File: config.mk
export PLATFORM = sky130hd
export DESIGN_NAME = ctp_timer_bank
export DESIGN_NICKNAME = d
export VERILOG_FILES = /design/src/logic/ctp_pkg.sv /design/src/logic/ctp_presc_if.sv /design/src/logic/ctp_timer_bank.sv /design/src/logic/ctp_pin_sync.sv /design/src/logic/ctp_prescaler.sv
export SDC_FILE = /design/constraint.sdc
export NUM_CORES = 2
export LEC_CHECK = 0
export ABC_AREA = 1
export BUFFER_PORTS_ARGS = -buffer_cell sky130_fd_sc_hd__buf_2
export CAP_MARGIN = 20
export CELL_PAD_IN_SITES_DETAIL_PLACEMENT = 1
export CELL_PAD_IN_SITES_GLOBAL_PLACEMENT = 2
export CORE_MARGIN = 8
export CORE_UTILIZATION = 34
export CTS_CLUSTER_SIZE = 10
export DETAILED_ROUTE_END_ITERATION = 12
export PLACE_DENSITY = 0.76
export SLEW_MARGIN = 10
export SYNTH_ARGS = -nofsm -noshare
export SYNTH_HDL_FRONTEND = slang
export SYNTH_SLANG_ARGS = --single-unit
File: constraint.sdc
create_clock -name clk_sys -period 2.29 [get_ports clk_sys]
set_clock_uncertainty 0.2 [all_clocks]
set_input_delay 0.3435 -clock clk_sys [delete_from_list [all_inputs] [get_ports clk_sys]]
set_output_delay 0.3435 -clock clk_sys [all_outputs]
set_load 0.05 [all_outputs]
File: src/logic/ctp_pkg.sv
// constants shared by the cascadable timer pair bank
package ctp_pkg;

   // ************************************************************
   // sizes
   // ************************************************************
   localparam int unsigned DW = 16;
   localparam int unsigned NT = 8;
   localparam int unsigned NP = 4;
   localparam int unsigned AW = 5;

   // ************************************************************
   // register map: addr[4:2] selects the timer, addr[1:0] the register
   // ************************************************************
   localparam logic [1:0] REG_CTRL = 2'h0;
   localparam logic [1:0] REG_PERIOD = 2'h1;
   localparam logic [1:0] REG_COUNT = 2'h2;
   localparam logic [1:0] REG_IRQ = 2'h3;

   // ************************************************************
   // control register fields
   // ************************************************************
   localparam int unsigned CTRL_ON = 15;
   localparam int unsigned CTRL_STOP_IDLE = 13;
   localparam int unsigned CTRL_GATE = 6;
   localparam int unsigned CTRL_PS_LO = 4;
   localparam int unsigned CTRL_CASCADE = 3;
   localparam int unsigned CTRL_CS = 1;
   localparam logic [15:0] CTRL_MASK_EVEN = 16'ha07a;
   localparam logic [15:0] CTRL_MASK_ODD = 16'ha072;
   localparam logic [15:0] CTRL_RESET = 16'h0000;

   // ************************************************************
   // interrupt register fields
   // ************************************************************
   localparam int unsigned IRQ_FLAG = 0;
   localparam int unsigned IRQ_EN = 1;
   localparam int unsigned IRQ_PRI_LO = 2;

   // ************************************************************
   // reset values
   // ************************************************************
   localparam logic [15:0] PERIOD_RESET = 16'hffff;
   localparam logic [15:0] COUNT_RESET = 16'h0000;

   // ************************************************************
   // prescaler terminal counts for ratios 1, 8, 64, 256
   // ************************************************************
   localparam logic [7:0] PS_TERM_1 = 8'h00;
   localparam logic [7:0] PS_TERM_8 = 8'h07;
   localparam logic [7:0] PS_TERM_64 = 8'h3f;
   localparam logic [7:0] PS_TERM_256 = 8'hff;

endpackage

File: src/logic/ctp_presc_if.sv
// carrier between the timer bank and one prescaler
`timescale 1ns/1ps
interface ctp_presc_if;
   logic src_en;
   logic clr;
   logic [1:0] ratio;
   logic tick;

   modport core (
      input src_en,
      input clr,
      input ratio,
      output tick
   );
   modport ctrl (
      output src_en,
      output clr,
      output ratio,
      input tick
   );
endinterface

File: src/logic/ctp_timer_bank.sv
// four cascadable 16-bit timer pairs with register port and trigger outputs
//
// Behaviour
// - pair runs as two 16-bit or one 32-bit
// - split halves support all synchronous 16-bit modes
// - joined pair: 32-bit timer or synchronous counter
// - every 16-bit timer times or counts synchronously
// - even timer low word, odd high word
// - joined pair ignores odd timer control bits
// - even clock and gate, odd interrupt flag
// - cascade-select bit joins the pair
// - two-bit prescale select; even field when joined
// - clock-source bit and gate-enable bit
// - 32-bit period from odd:even period registers
// - count readable as odd:even register pair
// - period match raises enabled, prioritised interrupt
// - timers keep running in sleep, and in idle unless the stop-in-idle bit is set
// - only pair zero feeds capture/compare time base
// - pair zero triggers ADC one, pair one ADC two
// - only pair zero timers request DMA
`timescale 1ns/1ps
module ctp_timer_bank (
   // clock and reset
   input wire logic clk_sys,
   input wire logic srst,
   // register port
   input wire logic [ctp_pkg::AW-1:0] reg_addr,
   input wire logic [ctp_pkg::DW-1:0] reg_wdata,
   input wire logic reg_wr,
   input wire logic reg_rd,
   output logic [ctp_pkg::DW-1:0] reg_rdata,
   // timer clock / gate pins, one per timer
   input wire logic [ctp_pkg::NT-1:0] tmr_pin,
   // power state
   input wire logic idle_mode,
   // interrupt requests toward the interrupt controller
   output logic [ctp_pkg::NT-1:0] irq_req,
   output logic [ctp_pkg::NT-1:0][2:0] irq_priority,
   // capture/compare time base from pair zero
   output logic [ctp_pkg::DW-1:0] tb_count_lo,
   output logic [ctp_pkg::DW-1:0] tb_count_hi,
   // event triggers
   output logic adc1_trig,
   output logic adc2_trig,
   output logic [1:0] dma_req
);

   // ************************************************************
   // register storage
   // ************************************************************
   logic [15:0] ctrl_q [ctp_pkg::NT];
   logic [15:0] per_q [ctp_pkg::NT];
   logic [15:0] cnt_q [ctp_pkg::NT];
   logic [ctp_pkg::NT-1:0] flag_q;
   logic [ctp_pkg::NT-1:0] ien_q;
   logic [2:0] ipri_q [ctp_pkg::NT];
   logic [15:0] rdata_q;
   logic adc1_q;
   logic adc2_q;
   logic [1:0] dma_q;

   // ************************************************************
   // next-state nets, one driver per element
   // ************************************************************
   wire [15:0] ctrl_d [ctp_pkg::NT];
   wire [15:0] per_d [ctp_pkg::NT];
   wire [15:0] cnt_d [ctp_pkg::NT];
   wire [ctp_pkg::NT-1:0] flag_d;
   wire [ctp_pkg::NT-1:0] ien_d;
   wire [2:0] ipri_d [ctp_pkg::NT];
   wire [ctp_pkg::NT-1:0] set_flag;

   // ************************************************************
   // address decode
   // ************************************************************
   wire [2:0] sel_tmr;
   wire [1:0] sel_reg;
   wire [ctp_pkg::NT-1:0] wr_ctrl;
   wire [ctp_pkg::NT-1:0] wr_per;
   wire [ctp_pkg::NT-1:0] wr_cnt;
   wire [ctp_pkg::NT-1:0] wr_irq;

   assign sel_tmr = reg_addr[4:2];
   assign sel_reg = reg_addr[1:0];

   // ************************************************************
   // pin synchroniser
   // ************************************************************
   wire [ctp_pkg::NT-1:0] pin_lvl;
   wire [ctp_pkg::NT-1:0] pin_rise;
   wire [ctp_pkg::NT-1:0] pin_fall;

   ctp_pin_sync #(
      .W(ctp_pkg::NT)
   ) u_sync (
      .clk_sys(clk_sys),
      .srst(srst),
      .pin_async(tmr_pin),
      .level(pin_lvl),
      .rise(pin_rise),
      .fall(pin_fall)
   );

   // ************************************************************
   // per-timer configuration, prescaler and register writes
   // ************************************************************
   wire [ctp_pkg::NT-1:0] run;
   wire [ctp_pkg::NT-1:0] cfg_cs;
   wire [ctp_pkg::NT-1:0] cfg_gate;
   wire [ctp_pkg::NT-1:0] gate_fall;
   wire [ctp_pkg::NT-1:0] tick;
   wire [ctp_pkg::NT-1:0] casc_of;

   genvar gt;
   generate
      for (gt = 0; gt < ctp_pkg::NT; gt++) begin : g_tmr
         localparam logic [2:0] IDX = 3'(gt);
         localparam bit IS_ODD = (gt % 2) == 1;
         ctp_presc_if pif ();
         wire [15:0] cfg;
         wire sel;

         // a joined pair sets its odd half up from the even control word
         assign casc_of[gt] = ctrl_q[gt - (gt % 2)][ctp_pkg::CTRL_CASCADE];
         assign cfg = (IS_ODD && casc_of[gt]) ? ctrl_q[gt - 1] : ctrl_q[gt];
         assign cfg_cs[gt] = cfg[ctp_pkg::CTRL_CS];
         assign cfg_gate[gt] = cfg[ctp_pkg::CTRL_GATE] & ~cfg[ctp_pkg::CTRL_CS];

         // idle halts only when asked to; sleep has no effect at all
         assign run[gt] = cfg[ctp_pkg::CTRL_ON] &
                          ~(idle_mode & cfg[ctp_pkg::CTRL_STOP_IDLE]);

         // external rising edges count, a high gate admits internal clocks
         assign pif.src_en = run[gt] & (cfg_cs[gt] ? pin_rise[gt] :
                             (cfg_gate[gt] ? pin_lvl[gt] : 1'b1));
         assign pif.clr = ~run[gt] | (IS_ODD && casc_of[gt]);
         assign pif.ratio = cfg[ctp_pkg::CTRL_PS_LO +: 2];
         assign tick[gt] = pif.tick;
         assign gate_fall[gt] = run[gt] & cfg_gate[gt] & pin_fall[gt];

         ctp_prescaler u_presc (
            .clk_sys(clk_sys),
            .srst(srst),
            .pif(pif)
         );

         assign sel = sel_tmr == IDX;
         assign wr_ctrl[gt] = reg_wr & sel & (sel_reg == ctp_pkg::REG_CTRL);
         assign wr_per[gt] = reg_wr & sel & (sel_reg == ctp_pkg::REG_PERIOD);
         assign wr_cnt[gt] = reg_wr & sel & (sel_reg == ctp_pkg::REG_COUNT);
         assign wr_irq[gt] = reg_wr & sel & (sel_reg == ctp_pkg::REG_IRQ);

         // the cascade bit lives only in even control words
         assign ctrl_d[gt] = wr_ctrl[gt] ?
                             (reg_wdata & (IS_ODD ? ctp_pkg::CTRL_MASK_ODD :
                                                    ctp_pkg::CTRL_MASK_EVEN)) :
                             ctrl_q[gt];
         assign per_d[gt] = wr_per[gt] ? reg_wdata : per_q[gt];
         assign ien_d[gt] = wr_irq[gt] ? reg_wdata[ctp_pkg::IRQ_EN] : ien_q[gt];
         assign ipri_d[gt] = wr_irq[gt] ? reg_wdata[ctp_pkg::IRQ_PRI_LO +: 3] :
                             ipri_q[gt];

         // a hardware set in the same cycle as a software clear wins
         assign flag_d[gt] = set_flag[gt] |
                             (wr_irq[gt] ? reg_wdata[ctp_pkg::IRQ_FLAG] : flag_q[gt]);
      end
   endgenerate

   // ************************************************************
   // per-pair counting
   // ************************************************************
   genvar gp;
   generate
      for (gp = 0; gp < ctp_pkg::NP; gp++) begin : g_pair
         localparam int unsigned E = 2 * gp;
         localparam int unsigned O = 2 * gp + 1;
         wire casc;
         wire [31:0] c32;
         wire [31:0] p32;
         wire [31:0] n32;
         wire hit32;
         wire hit_e;
         wire hit_o;
         wire [15:0] n_e;
         wire [15:0] n_o;
         wire ev_pair;
         wire ev_e;
         wire ev_o;

         assign casc = ctrl_q[E][ctp_pkg::CTRL_CASCADE];
         assign c32 = {cnt_q[O], cnt_q[E]};
         assign p32 = {per_q[O], per_q[E]};
         assign hit32 = c32 == p32;
         assign hit_e = cnt_q[E] == per_q[E];
         assign hit_o = cnt_q[O] == per_q[O];

         // the count sits on the period for one tick, then wraps to zero
         assign n32 = hit32 ? 32'h0000_0000 : 32'(c32 + 32'h0000_0001);
         assign n_e = hit_e ? 16'h0000 : 16'(cnt_q[E] + 16'h0001);
         assign n_o = hit_o ? 16'h0000 : 16'(cnt_q[O] + 16'h0001);

         // joined pair ticks on the even prescaler only
         assign cnt_d[E] = wr_cnt[E] ? reg_wdata :
                           ~tick[E] ? cnt_q[E] :
                           casc ? n32[15:0] : n_e;
         assign cnt_d[O] = wr_cnt[O] ? reg_wdata :
                           casc ? (tick[E] ? n32[31:16] : cnt_q[O]) :
                           (tick[O] ? n_o : cnt_q[O]);

         // gated timers flag the gate fall instead of the period match
         assign ev_pair = cfg_gate[E] ? gate_fall[E] : (tick[E] & hit32);
         assign ev_e = cfg_gate[E] ? gate_fall[E] : (tick[E] & hit_e);
         assign ev_o = cfg_gate[O] ? gate_fall[O] : (tick[O] & hit_o);

         // joined pair reports through the odd timer's flag
         assign set_flag[E] = ~casc & ev_e;
         assign set_flag[O] = casc ? ev_pair : ev_o;
      end
   endgenerate

   // ************************************************************
   // register file update
   // ************************************************************
   always_ff @(posedge clk_sys) begin
      if (srst) begin
         for (int i = 0; i < ctp_pkg::NT; i++) begin
            ctrl_q[i] <= ctp_pkg::CTRL_RESET;
            per_q[i] <= ctp_pkg::PERIOD_RESET;
            cnt_q[i] <= ctp_pkg::COUNT_RESET;
            ipri_q[i] <= 3'h0;
         end
         flag_q <= '0;
         ien_q <= '0;
      end else begin
         for (int i = 0; i < ctp_pkg::NT; i++) begin
            ctrl_q[i] <= ctrl_d[i];
            per_q[i] <= per_d[i];
            cnt_q[i] <= cnt_d[i];
            ipri_q[i] <= ipri_d[i];
         end
         flag_q <= flag_d;
         ien_q <= ien_d;
      end
   end

   // ************************************************************
   // read path: data stand only in the cycle after the strobe
   // ************************************************************
   wire [15:0] rd_irq;
   wire [15:0] rd_word;

   assign rd_irq = {11'h000, ipri_q[sel_tmr], ien_q[sel_tmr], flag_q[sel_tmr]};
   assign rd_word = (sel_reg == ctp_pkg::REG_CTRL) ? ctrl_q[sel_tmr] :
                    (sel_reg == ctp_pkg::REG_PERIOD) ? per_q[sel_tmr] :
                    (sel_reg == ctp_pkg::REG_COUNT) ? cnt_q[sel_tmr] : rd_irq;

   always_ff @(posedge clk_sys) begin
      if (srst) begin
         rdata_q <= 16'h0000;
      end else begin
         rdata_q <= reg_rd ? rd_word : 16'h0000;
      end
   end

   assign reg_rdata = rdata_q;

   // ************************************************************
   // interrupt requests
   // ************************************************************
   // the request follows the flag so that software sees it until it clears
   assign irq_req = flag_q & ien_q;

   genvar gi;
   generate
      for (gi = 0; gi < ctp_pkg::NT; gi++) begin : g_pri
         assign irq_priority[gi] = ipri_q[gi];
      end
   endgenerate

   // ************************************************************
   // trigger outputs
   // ************************************************************
   // triggers are registered one-cycle pulses of the timers' flag-setting events
   always_ff @(posedge clk_sys) begin
      if (srst) begin
         adc1_q <= 1'b0;
         adc2_q <= 1'b0;
         dma_q <= 2'b00;
      end else begin
         adc1_q <= set_flag[1];
         adc2_q <= set_flag[3];
         dma_q <= set_flag[1:0];
      end
   end

   assign adc1_trig = adc1_q;
   assign adc2_trig = adc2_q;
   assign dma_req = dma_q;

   // only pair zero drives the capture/compare time base
   assign tb_count_lo = cnt_q[0];
   assign tb_count_hi = cnt_q[1];

endmodule

File: src/logic/ctp_pin_sync.sv
// two-flop synchroniser with edge detection for timer pins
`timescale 1ns/1ps
module ctp_pin_sync #(
   parameter int unsigned W = ctp_pkg::NT
) (
   // clock and reset
   input wire logic clk_sys,
   input wire logic srst,
   // asynchronous pins
   input wire logic [W-1:0] pin_async,
   // synchronised view
   output logic [W-1:0] level,
   output logic [W-1:0] rise,
   output logic [W-1:0] fall
);
   logic [W-1:0] s1_q;
   logic [W-1:0] s2_q;
   logic [W-1:0] s3_q;

   // the first stage feeds only the second stage
   always_ff @(posedge clk_sys) begin
      if (srst) begin
         s1_q <= '0;
         s2_q <= '0;
         s3_q <= '0;
      end else begin
         s1_q <= pin_async;
         s2_q <= s1_q;
         s3_q <= s2_q;
      end
   end

   assign level = s2_q;
   assign rise = s2_q & ~s3_q;
   assign fall = ~s2_q & s3_q;
endmodule

File: src/logic/ctp_prescaler.sv
// clock-enable prescaler dividing a source enable by 1, 8, 64 or 256
`timescale 1ns/1ps
module ctp_prescaler (
   // clock and reset
   input wire logic clk_sys,
   input wire logic srst,
   // control and tick
   ctp_presc_if.core pif
);
   logic [7:0] cnt_q;
   logic [7:0] cnt_d;
   logic [7:0] term;

   assign term = (pif.ratio == 2'h0) ? ctp_pkg::PS_TERM_1 :
                 (pif.ratio == 2'h1) ? ctp_pkg::PS_TERM_8 :
                 (pif.ratio == 2'h2) ? ctp_pkg::PS_TERM_64 : ctp_pkg::PS_TERM_256;

   assign pif.tick = pif.src_en & ~pif.clr & (cnt_q == term);

   assign cnt_d = pif.clr ? 8'h00 :
                  pif.tick ? 8'h00 :
                  pif.src_en ? 8'(cnt_q + 8'h01) : cnt_q;

   always_ff @(posedge clk_sys) begin
      if (srst) begin
         cnt_q <= 8'h00;
      end else begin
         cnt_q <= cnt_d;
      end
   end
endmodule

# Yosys cells after proc, flatten, opt, wreduce, memory -nomap -nowiden
# Memory sizes are Yosys's and may differ from the RTL's.
# Cells that the tools add are included.
# totals
memories	4
romBits	0
ramBits	408
latchBits	0
inputBits	34
register_bits	124
wordCells	490
# op_classes
eq_ne	46
magnitude_cmp	1
n_bitwise	202
mul	0
mux	174
div_mod_pow	0
n_reduce_logical	19
shift	0
n_addsub	20
# mem_list
name	depth	word_bits	read_ports	rd_clocked_by_memory_dff	write_ports	line_no	source
cnt_q	8	16	9	0	8	ctp_timer_bank.sv:53	logic [15:0] cnt_q [ctp_pkg::NT];
ctrl_q	8	16	9	0	8	ctp_timer_bank.sv:51	logic [15:0] ctrl_q [ctp_pkg::NT];
per_q	8	16	9	0	8	ctp_timer_bank.sv:52	logic [15:0] per_q [ctp_pkg::NT];
ipri_q	8	3	9	0	8	ctp_timer_bank.sv:56	logic [2:0] ipri_q [ctp_pkg::NT];
# ops
operator	n
2-to-1 mux 16 bit	83
2-to-1 mux 8 bit	24
adder 16 x 1 -> 16 bit (second input constant)	8
adder 32 x 1 -> 32 bit (second input constant)	4
== test 16 bit	8
== test 32 bit	4
2-to-1 mux 32 bit	4
AND 1 bit	120
adder 8 x 1 -> 8 bit (second input constant)	8
== test 8 bit	8
2-to-1 mux 3 bit	16
2-to-1 mux 1 bit	45
bitwise OR 1 bit	44
inverter 1 bit	33
AND 8 bit	3
OR reduction 3 bit	8
== test 2 bit (second input constant)	10
== test 2 x 1 -> 1 bit (second input constant)	9
zero test 2 bit	9
inverter 8 bit	2
== test 3 bit (second input constant)	4
binary-select mux 1 bit (select 3 bit)	2
== test 3 x 2 -> 1 bit (second input constant)	2
less-than comparator 3 x 4 -> 1 bit (second input constant)	1
3 further kinds	3

# Logic depth before layout (Yosys ltp)
# An unclocked memory read counts as a cell.
# depth
ltp_word	14
depth_mapped	15

# By module
# Synthesis repeated with hierarchy kept, for this count alone.
# unflattened
cells_unflattened	5009
area_unflattened_um2	30435.4
# by_module_without_submodules
mod	cells_each	instances	area_each_um2	seq_area_each_um2
ctp_timer_bank	4255	1	25498.2	7347.0
ctp_prescaler	82	8	520.5	160.2
ctp_pin_sync	98	1	773.2	480.5

# Worst setup path after synthesis
# No wires, ideal clock.
# synth_path
kind	register -> register
from	memory cnt_q[0][1]
to	memory cnt_q[1][12]
path_slack_ns	-0.039
setup_ns	0.066
synth_period_minus_slack_ns	2.329
stages_incl_launch_ff	14
t_required_ns	2.024
path_buffers	0
t_arrival_ns	2.063
path_cell_list	dfxtp_1 > ha_1 > nand2_1 > nor2_1 > nand2_1 > nor2_1 > nand2_1 > inv_1 > nand3_1 > nand2_1 > nand3_1 > nand2_1 > nand2_1 > a21oi_2
# synth_lines
item	line_no
from (decl)	ctp_timer_bank.sv:53

==> flow_metrics.tcl <==
set metrics [dict create \
    portBuffers 117 \
    clockRootBuffer "clkbuf_16" \
    crit_type "register to output port" \
    reg2reg_setup_slack_ns 0.12 \
    regToRegEndpoint "cnt_q[7][9]" \
    drive_gt1_share_pct 17.55 \
    multi_input_area_um2 17350 \
    synth.most_common_cell "nand2_1" \
    internal_power_w 0.01401 \
    ant_nets 0 \
    max-cap-violations 0 \
    first_pass_iters 5 \
    start_kind "register" \
    fillers 11470 \
    min_period_over_period_pct 96.21 \
    worstHoldEndpoint "per_q[5][10]" \
    hp-start "reg_wdata[10]" \
    gp_congestion 0.9590 \
    syn_area_um2 29710 \
    drt-total-wl_mm 152.9 \
    start_util_pct 34.30 \
    crit_arrival_ns 1.66 \
    synth_nets 4845 \
    layout.nets 5281 \
    r2r_cells 13 \
    timing.final.crit_period_ns 2.203 \
    final_max_slew_viol_count 0 \
    grt-ovfl-total 0 \
    detailroute.via_count 34690 \
    slowest_delay_ns 0.48 \
    wire_per_inst_um 23.78 \
    cp.required_ns 1.75 \
    num_rows 108 \
    core-area_um2 86620 \
    ys_async_sr_fraction_pct 0 \
    yosysSeqAreaShare_pct 30.66 \
    synth_seq_cells 455 \
    hold_slack_ns 0.04329 \
    die_area_um2 97090 \
    status "completed" \
    area_growth_pct 24.59 \
    power_w 0.01942 \
    p_sw_share_pct 27.83 \
    grt_use_total_pct 30.23 \
    critPathSlowestCell "dfxtp_1" \
    htreeDepth 2 \
    final.setup.tns_ns 0 \
    postLayoutCoreUtil_pct 42.73 \
    synth_commonest_cells "1462 x nand2_1, 573 x inv_1, 455 x dfxtp_1" \
    comb_power_share_pct 9.7 \
    cts_tree "done" \
    yosysWarnings 0 \
    min_path_cells 4 \
    cts_buffer_depth 3 \
    ioPinCount 118 \
    peakVddDrop_mv 0.5627 \
    fp.dieW_um 311.6 \
    ys.flop_type "dfxtp_1" \
    drc 0 \
    clkPwrFrac_pct 48.4 \
    setup_viol 0 \
    numCtsBuffers 58 \
    rsz0062_at_grt "yes" \
    cp-end-kind "output port" \
    path_clk_slew_ns 0.06 \
    synth_area_leader_cell "dfxtp_1" \
    synthTopCellsByArea "dfxtp_1 31%, nand2_1 18%, inv_1 7.2%, nor2_1 5.4%, a21oi_1 5.0%" \
    vias_per_cell 5.395 \
    power.share.sequential_pct 41.8 \
    grt_max_degree 127 \
    path_cells "buf_4 > buf_2" \
    synth_top_area_share_pct 30.66 \
    hold_viol_final 0 \
    antenna_found_initial 12 \
    clock-sinks 455 \
    synth_edf_count 0 \
    leakage_nw 16.42 \
    p_sw_w 0.005404 \
    synthDistinctLibCells 59 \
    hold_path_class "input pin to register" \
    synth_area_per_cell_um2 6.195 \
    fmax_ghz 0.4539 \
    worst_r2r_startpoint "cnt_q[6][6]" \
    syn_inst 4795 \
    drt_iter0_drc 2893 \
    relSlewSlack_pct 47.95 \
    dpl.hpwl_mm 116.7 \
    clk_latency_ns 0.67 \
    die_h_um 311.6 \
    worst_slew_pin_slew_ns 0.7807 \
    seq_area_um2 9174 \
    grt_pass1_wl_mm 225.9 \
    cp_max_fo 6 \
    power_density_nw_per_um2 524.6 \
    grt_pass1_vias 34590 \
]
==> power by group through the flow <==
| stage | clock, W | combinational (W) | sequential [W] |
|---|---|---|---|
| detailed placement | 0 | 0.00183 | 0.00829 |
| global route | 0.00984 | 0.00197 | 0.00813 |
| CTS | 0.00957 | 0.00185 | 0.00812 |
| finish | 0.00940 | 0.00189 | 0.00813 |
| floorplan | 0 | 0.000839 | 0.00832 |
| global placement | 0 | 0.00181 | 0.00829 |
==> stage by stage <==
| step | cells | cell area, um2 | worst slack (ns) |
|---|---|---|---|
| after global placement | 6310 | 34730 | -0.1583 |
| after floorplan | 4795 | 29710 | 0.02810 |
| after global routing | 6427 | 37000 | -0.03264 |
| final | 6430 | 37010 | 0.08679 |
| after CTS | 6422 | 36730 | 0.004456 |
| after detailed placement | 6310 | 34730 | -0.2032 |
==> final cells by class <==
type | instances | area share [%]
antenna | 4 | 0.02705
clock buffer | 88 | 4.635
clock inverter | 12 | 0.4158
inverter | 607 | 6.190
multi-input combinational | 3488 | 46.89
sequential | 455 | 24.79
tap | 1155 | 3.905
timing repair buffer | 621 | 13.15
==> cell families after synthesis <==
family / share of synthesized area [%]
XOR/XNOR: 3.833
flip-flops: 30.66
buffers and inverters: 11.62
AND/OR/NAND/NOR: 34.26
adder cells (fa/ha/maj): 0.6739
AO/OA/AOI/OAI: 18.95
==> worst max-delay path, delay by kind of cell (launching register included) <==
family	cells	cell delay [ns]
DFF	1	0.48
buffers and inverters	2	0.51
==> how the worst max path moves through the flow <==
stage / slack, ns / cells past startpoint / to / startpoint
2_1_floorplan: 0.03 / 12 / cnt_q[1][14] / cnt_q[1][1]
3_3_place_gp: -0.16 / 12 / reg_rdata[4] / reg_addr[3]
3_5_place_dp: -0.20 / 12 / reg_rdata[4] / reg_addr[3]
4_1_cts: 0.004 / 11 / cnt_q[5][12] / cnt_q[5][1]
5_1_grt: -0.03 / 14 / cnt_q[7][15] / cnt_q[6][1]
6_report: 0.09 / 2 / tb_count_hi[11] / cnt_q[1][11]
==> placed cells by master, fill, tap and decap left out, types with 7 or more instances in the layout <==
cell	instances
or2_2	9
clkbuf_1	16
o2111ai_1	18
inv_2	37
clkbuf_8	13
nand2_2	18
a22oi_1	19
nor2_4	27
o211ai_1	127
buf_12	37
inv_1	567
a31oi_1	17
nand3_1	270
nor3b_1	11
nand3_2	13
o21ai_1	26
nor2_2	43
dfxtp_2	49
ha_1	16
xnor2_1	50
buf_2	116
dfxtp_1	405
xor2_1	80
a21oi_1	293
nand4_1	91
nor2_1	390
nor3_1	28
clkinv_2	7
a221oi_1	10
o22ai_1	118
o21bai_1	22
o21ai_0	230
buf_4	455
dlygate4sd3_1	12
o21a_1	28
o31ai_1	9
nand2_1	1460
nand3b_1	10
clkbuf_16	59
a21oi_2	8
==> state kept, by name (all words and copies together) (netlist names) <==
register	cells
ctrl_q	52
ien_q	8
reg_rdata	16
g_tmr.u_presc.cnt_q	64
flag_q	8
per_q	128
u_sync.s1_q	8
cnt_q	128
dma_req	2
u_sync.s3_q	8
ipri_q	24
u_sync.level	8
adc2_trig	1
==> timing repair <==
| item | CTS | global route |
|---|---|---|
| hold buffers | 12 | 0 |
| gates resized for setup | 7 | 98 |
| setup buffers | 0 | 3 |
| setup endpoints to repair | 42 | 127 |
| pin swaps | 0 | 3 |
| cloned | 0 | 1 |
| endpoints found under the hold margin | 22 | 0 |
==> per-layer routing <==
metal	up-vias	share of wire, %	global-route usage (%)
li1	16460	-	-
met1	16820	46	41.68
met2	1133	43	47.48
met3	282	6.3	4.144
met4	0	4.7	11.94
met5	-	0	0
(Power assumes the default switching activity.)
